==> config.mk <==
export PLATFORM = sky130hd
export DESIGN_NAME = pwp_bank
export DESIGN_NICKNAME = d
export VERILOG_FILES = /design/src/verilog/pwp_pkg.sv /design/src/verilog/pwp_bank.sv
export SDC_FILE = /design/constraint.sdc
export NUM_CORES = 1
export LEC_CHECK = 0
export BUFFER_PORTS_ARGS = -buffer_cell sky130_fd_sc_hd__buf_2
export CORE_ASPECT_RATIO = 1.4
export CORE_UTILIZATION = 43
export CTS_BUF_LIST = sky130_fd_sc_hd__clkbuf_8
export CTS_CLUSTER_DIAMETER = 50
export DETAILED_ROUTE_END_ITERATION = 7
export HOLD_SLACK_MARGIN = 0.08
export PLACE_DENSITY = 0.83
export SLEW_MARGIN = 40
export SYNTH_ARGS = -nofsm -noshare
export SYNTH_HDL_FRONTEND = slang
export SYNTH_SLANG_ARGS = --single-unit
==> constraint.sdc <==
create_clock -name clk_i -period 1.8 [get_ports clk_i]
set_clock_uncertainty 0.05 [all_clocks]
set_input_delay 0.36 -clock clk_i [delete_from_list [all_inputs] [get_ports clk_i]]
set_output_delay 0.36 -clock clk_i [all_outputs]
set_load 0.005 [all_outputs]
==> src/verilog/pwp_pkg.sv <==
// package: register map, reset values and state type of the write protection bank
`default_nettype none
package pwp_pkg;
	// byte offsets of the four registers (low four address bits)
	localparam logic [3:0]  G2_CLR_OFS     = 4'h0;
	localparam logic [3:0]  G2_SET_OFS     = 4'h4;
	localparam logic [3:0]  G1_CLR_OFS     = 4'h8;
	localparam logic [3:0]  G1_SET_OFS     = 4'hC;
	// values after reset
	localparam logic [31:0] G2_RESET       = 32'h0080_0000;
	localparam logic [31:0] G1_RESET       = 32'h0000_0002;
	// bits that software may change; all other bits hold their reset value
	localparam logic [31:0] G2_WR_MASK     = 32'h001F_07FE;
	localparam logic [31:0] G1_WR_MASK     = 32'h0000_006E;
	// position of the first control timer unit bit in group two
	localparam int          TIMER_LSB      = 8;
	localparam int          TIMER_COUNT    = 3;
	// whole state of the bank
	typedef struct packed {
		logic [31:0] g1;
		logic [31:0] g2;
		logic        ack;
		logic [31:0] rdat;
	} pwp_state_type;
endpackage : pwp_pkg
`default_nettype wire

==> src/verilog/pwp_bank.sv <==
// module: peripheral write protection bank with a classic wishbone slave
`default_nettype none
module pwp_bank (
	// clock and reset
	input  wire logic        clk_i,
	input  wire logic        rst_i,
	// wishbone slave
	input  wire logic        cyc_i,
	input  wire logic        stb_i,
	input  wire logic        we_i,
	input  wire logic [3:0]  adr_i,
	input  wire logic [3:0]  sel_i,
	input  wire logic [31:0] dat_i,
	output logic      [31:0] dat_o,
	output logic             ack_o,
	// protection state toward the guarded peripherals
	output logic      [31:0] protection_group_one_o,
	output logic      [31:0] protection_group_two_o,
	output logic      [2:0]  control_timer_units_protect_o
);

	pwp_pkg::pwp_state_type state_q;
	pwp_pkg::pwp_state_type state_d;
	logic                   req;
	logic                   wr_g2_clr;
	logic                   wr_g2_set;
	logic                   wr_g1_clr;
	logic                   wr_g1_set;
	logic [31:0]            wmask;

	// expand byte selects into a bit mask
	function automatic logic [31:0] lane_mask(input logic [3:0] sel);
		lane_mask = {{8{sel[3]}}, {8{sel[2]}}, {8{sel[1]}}, {8{sel[0]}}};
	endfunction : lane_mask

	// set or clear the written ones; written zeros and fixed bits stay
	function automatic logic [31:0] apply(input logic [31:0] cur, input logic [31:0] wm,
			input logic set, input logic [31:0] msk);
		if (set) begin
			apply = cur | (wm & msk);
		end else begin
			apply = cur & ~(wm & msk);
		end
	endfunction : apply

	// read value of a register address; clear and set alias the same state
	function automatic logic [31:0] read_val(input logic [3:0] adr,
			input logic [31:0] g1, input logic [31:0] g2);
		if (adr == pwp_pkg::G2_CLR_OFS || adr == pwp_pkg::G2_SET_OFS) begin
			read_val = g2;
		end else if (adr == pwp_pkg::G1_CLR_OFS || adr == pwp_pkg::G1_SET_OFS) begin
			read_val = g1;
		end else begin
			read_val = 32'h0000_0000; // unmapped reads zero
		end
	endfunction : read_val

	// decode of the write that takes effect at the acknowledging edge
	assign req       = cyc_i & stb_i;
	assign wmask     = dat_i & lane_mask(sel_i);
	assign wr_g2_clr = req & we_i & state_q.ack & (adr_i == pwp_pkg::G2_CLR_OFS);
	assign wr_g2_set = req & we_i & state_q.ack & (adr_i == pwp_pkg::G2_SET_OFS);
	assign wr_g1_clr = req & we_i & state_q.ack & (adr_i == pwp_pkg::G1_CLR_OFS);
	assign wr_g1_set = req & we_i & state_q.ack & (adr_i == pwp_pkg::G1_SET_OFS);

	// next state
	always_comb begin
		state_d     = state_q;
		state_d.ack = req & ~state_q.ack;
		if (req & ~state_q.ack) begin
			state_d.rdat = read_val(adr_i, state_q.g1, state_q.g2);
		end
		if (wr_g2_clr | wr_g2_set) begin
			state_d.g2 = apply(state_q.g2, wmask, wr_g2_set, pwp_pkg::G2_WR_MASK);
		end
		if (wr_g1_clr | wr_g1_set) begin
			state_d.g1 = apply(state_q.g1, wmask, wr_g1_set, pwp_pkg::G1_WR_MASK);
		end
	end

	// state register
	always_ff @(posedge clk_i) begin
		if (rst_i) begin
			state_q.g1   <= pwp_pkg::G1_RESET;
			state_q.g2   <= pwp_pkg::G2_RESET;
			state_q.ack  <= 1'b0;
			state_q.rdat <= 32'h0000_0000;
		end else begin
			state_q <= state_d;
		end
	end

	// outputs straight from the state flops
	assign dat_o                         = state_q.rdat;
	assign ack_o                         = state_q.ack;
	assign protection_group_one_o        = state_q.g1;
	assign protection_group_two_o        = state_q.g2;
	assign control_timer_units_protect_o =
		state_q.g2[pwp_pkg::TIMER_LSB +: pwp_pkg::TIMER_COUNT];

	// helpers for the checks below
	logic adr_mapped; // request hits one of the four registers
	logic wr_any;     // some write lands at this edge
	assign adr_mapped = (adr_i == pwp_pkg::G2_CLR_OFS) || (adr_i == pwp_pkg::G2_SET_OFS) ||
		(adr_i == pwp_pkg::G1_CLR_OFS) || (adr_i == pwp_pkg::G1_SET_OFS);
	assign wr_any     = wr_g2_clr | wr_g2_set | wr_g1_clr | wr_g1_set;
endmodule : pwp_bank
`default_nettype wire

# Yosys cells after proc, flatten, opt, wreduce, memory -nomap -nowiden
# Cells that the tools add are included.
# Widths: inputs -> output; s select.
[totals] latchBits=0 wordCells=32 n_memories=0 mem_bits_rw=0 romBits=0 output_inout_bits=100 input_bits=45 regBits=97
[op_classes] div_mod_pow=0 n_lt_le_gt_ge=0 add_sub_neg=0 multipliers=0 reduce_logical=3 n_bitwise=18 muxes=4 eq_ne=3 n_shift=0
[op_table] op="$mux 32" count=4
[op_table] op="$and 32x32->32" count=2
[op_table] op="$not 21->32" count=1
[op_table] op="$not 7->32" count=1
[op_table] op="$or 32x21->32" count=1
[op_table] op="$or 32x7->32" count=1
[op_table] op="$and 21x21->21" count=1
[op_table] op="$and 1x1->1" count=8
[op_table] op="$eq 4x4->1 const B" count=2
[op_table] op="$eq 4x3->1 const B" count=1
[op_table] op="$logic_not 4->1" count=1
[op_table] op="$logic_or 1x1->1" count=2
[op_table] op="$or 1x1->1" count=2
[op_table] op="$not 1->1" count=1

# Logic depth before layout (Yosys ltp)
[logic_depth] depth_word=5 depth_mapped=5 ltp_nobuf=3

# Worst setup path after synthesis
# No wires, ideal clock.
[synth_path] path_kind="input port to flip-flop" start="input port adr_i[1]" end="register (tool-made name)" setup_time_ps=72 arrival_ps=1271 cell_stages=4 slack_ps=407 required_time_ps=1678 cell_sequence="or3_1 -> buf_2 -> nor3_1 -> mux2i_1"
[synth_lines] item="start: declaration" line_no="pwp_bank.sv:11" rtl="input wire logic [3:0] adr_i,"

# Worst setup path after layout
[layout_path] start="input port adr_i[1]" end="register state_q (netlist bit dat_o[5])"
[layout_between] elab_chain_cells=4 word_cells_on_any_way=8 cone_classes="3 x eq/ne; 2 x mux; 3 x reduce/logical"
[layout_rtl] item="$eq 4x4->1"
[layout_rtl] item="$logic_or 1x1->1" line_no="pwp_bank.sv:51" rtl="end else if (adr == pwp_pkg::G1_CLR_OFS || adr == pwp_pkg::G1_SET_OFS) begin"
[layout_rtl] item="$mux 32" line_no="pwp_bank.sv:51"
[layout_rtl] item="$mux 32 *" line_no="pwp_bank.sv:49" rtl="if (adr == pwp_pkg::G2_CLR_OFS || adr == pwp_pkg::G2_SET_OFS) begin"
[layout_rtl] item="end signal: assignment" line_no="pwp_bank.sv:89" rtl="state_q <= state_d;"
[layout_rtl] item="end: declaration" line_no="pwp_bank.sv:22" rtl="pwp_pkg::pwp_state_type state_q;"
# Mark *: on every way between the ends. The rest lies on a longest branch, timed or not.
# A chain may end at the register's enable or synchronous reset.

==> parameters.txt <==
Parameter                              Value

Clock network
  Clock sinks    37
  Clock Path Buffers    2
  TritonCTS clock tree    yes
  Post-CTS repair timing setup buffer count    0
  CTS clk-pin slew, worst paths    0.07 ns
  Clk Latency, worst-skew pair    0.28 ns
  Gates resized, CTS repair    0
  H-tree levels    2
  CTS buffer count    5
  CTS root buf    sky130_fd_sc_hd__clkbuf_8
  Count of hold buffers inserted by post-cts repair    0

STA
  Total negative setup slack    0 ns
  Portion of the clock cycle consumed by the worst path in the final layout    77.6%
  Crit path setup slack, layout    0.404 ns
  Finish-stage setup viols    0
  Maximum operating frequency    716 MHz
  Worst hold-check slack    0.317 ns
  Time the final worst path needs with I/O delays and setup    1.40 ns
  Unrepaired setup endpoints after global routing    false
  Count of pins over their slew limit    0
  Number of endpoints with negative hold slack in the final report    0

Placed design
  GP Congestion    0.726
  Post-Place Cell Area    0.00224 sq mm
  Pre-CTS WS    0.119 ns
  HPWL after detailed placement    3.37 mm
  Count of placed standard cells including taps    352
  Port-buffer cells    66

Power
  Worst-case vdd ir drop    469 uV
  Total chip power    1.51 mW
  Cell area power density    649 mW/mm^2
  Reported leakage power    1.14 nW

Drt
  Total number of vias    1669
  Number of search-and-repair iterations in the first detailed-routing pass    4
  First-iteration detailed-routing DRC count    79
  Average routed wire per standard cell    12.5 um
  Vias/cell    4.64
  Routed Wire Length    4.51 mm
  Final ANT Viol Nets    0
  Remaining design rule violation count    0

Finish
  FILL cells    449
  Layout area overhead    10.1%
  Nets    342
  Finished Core Util    50.4%
  Antenna cell count    0
  Summed area of non-filler cells in the final layout    0.00232 sq mm
  Ratio of cells with drive above 1 in the final layout    30.5%
  Number of standard cells in the layout, taps in and fillers out    360

Yosys
  Synth cell types    25
  Synthesized cell area    0.00211 sq mm
  Share of the synthesized area in the top cell type    35.1%
  Sequential area share after synthesis    35.1%
  Most instantiated library cell after synthesis    sky130_fd_sc_hd__buf_4
  Mean area per synthesized cell    8.90 sq um
  Ys async rst share    0%
  Most area-consuming cells after synthesis    sky130_fd_sc_hd__dfxtp_1, sky130_fd_sc_hd__buf_4, sky130_fd_sc_hd__mux2i_1
  Synthesized netlist cell count    237
  Register bit count reported by yosys    37
  Commonest cells in the netlist    sky130_fd_sc_hd__buf_4, sky130_fd_sc_hd__dfxtp_1, sky130_fd_sc_hd__mux2i_1, sky130_fd_sc_hd__nand2b_1, sky130_fd_sc_hd__nand2_1
  Post-synth EDFFs    0
  Yosys warning count    0
  Cell type with the highest aggregate area in the netlist    sky130_fd_sc_hd__dfxtp_1
  Main synth FF type    sky130_fd_sc_hd__dfxtp_1

Hold path
  Hold Crit Class    in2reg

Global route
  Overall overflow remaining after global route    0
  Largest net degree at the start of global routing    22
  Initial antenna violation count    0
  Wire length of the first global-routing pass    6.95 mm
  Global Route Usage Sum    18.2%
  Vias in the first global route    1395

Worst setup path
  Data required time at the worst endpoint    1.98 ns
  Critical path data arrival time    1.57 ns
  CP Capture Type    flop
  Nature of the critical path startpoint    input pin
  Critical path type    in2reg
  Critical path peak fanout    6

Die
  Initial Utilization    45.8%
  Floorplan die height    84.9 um
  Number of core rows    29
  Die Width    61.2 um
  I/O pin cnt    145
  Area of the core    0.00461 sq mm
  DIE AREA    0.00519 sq mm

Status
  Result of the run    finished, final reports clean

Flow run
  Max capacitance violation total    0
## worst paths after layout
check | startpoint | to | slack, ns | cells after the start
hold / removal | dat_i[9] | flop | 0.32 | 3
setup / recovery | adr_i[1] | dat_o[5] | 0.40 | 4
setup reg to reg | ack_o | flop | 0.41 | 3
hold reg to reg | dat_o[8] | dat_o[8] | 0.40 | 2
## layer usage
layer,vias to the layer above,global-route usage [%],share of wire (%)
met5,-,0,0
met4,0,5.58,0.80
met3,4,5.34,7.0
met2,95,30.8,53
met1,770,21.4,39
li1,800,-,-
## critical path: stages
cell and delay, ns:
sky130_fd_sc_hd__buf_2 0.12, sky130_fd_sc_hd__or3b_1 0.57, sky130_fd_sc_hd__nor3_4 0.33, sky130_fd_sc_hd__a221o_2 0.19
## kinds of logic (layout without fill, tap and decap cells)
logic type,count (synthesis),count (layout),synth area share [%]
AOI/OAI and AO/OA,16,16,4.98
buffers and inverters,76,79,25.4
DFF,37,37,35.1
muxes,21,21,9.96
other,2,60,0.356
and+or+nand+nor,85,85,24.1
## report_power, final
group	switching, mW	leakage [nW]	internal (mW)
combinational	0.102	0.790	0.0451
clock	0.277	0.0491	0.262
sequential	0.00169	0.298	0.820
total	0.380	1.14	1.13
## final cells by class
type / count / area (sq um) / share of cell area (%)
Timing Repair Buffer: 71 / 368 / 15.8
Clock buffer: 5 / 68.8 / 2.96
Tap cell: 62 / 77.6 / 3.34
Clock inverter: 3 / 13.8 / 0.592
Sequential cell: 37 / 741 / 31.9
Multi-Input combinational cell: 182 / 1050 / 45.4
## cells in the final DEF (no fill, tap or decap)
cell type                  instances
sky130_fd_sc_hd__a21oi_1          12
sky130_fd_sc_hd__a221o_2           4
sky130_fd_sc_hd__and3b_1           1
sky130_fd_sc_hd__and4_1            1
sky130_fd_sc_hd__buf_2            66
sky130_fd_sc_hd__buf_4             5
sky130_fd_sc_hd__clkbuf_8          5
sky130_fd_sc_hd__clkinv_2          2
sky130_fd_sc_hd__conb_1           60
sky130_fd_sc_hd__dfxtp_1          37
sky130_fd_sc_hd__inv_1             1
sky130_fd_sc_hd__mux2i_1          21
sky130_fd_sc_hd__nand2_1          18
sky130_fd_sc_hd__nand2b_1         20
sky130_fd_sc_hd__nand3_1          10
sky130_fd_sc_hd__nand3b_4          1
sky130_fd_sc_hd__nand4_1          10
sky130_fd_sc_hd__nand4_2           1
sky130_fd_sc_hd__nor2_1            4
sky130_fd_sc_hd__nor3_1            9
sky130_fd_sc_hd__nor3_2            6
sky130_fd_sc_hd__nor3_4            1
sky130_fd_sc_hd__or3_1             1
sky130_fd_sc_hd__or3b_1            1
sky130_fd_sc_hd__or4_1             1
No activity file was read; power rests on OpenSTA's default activity.
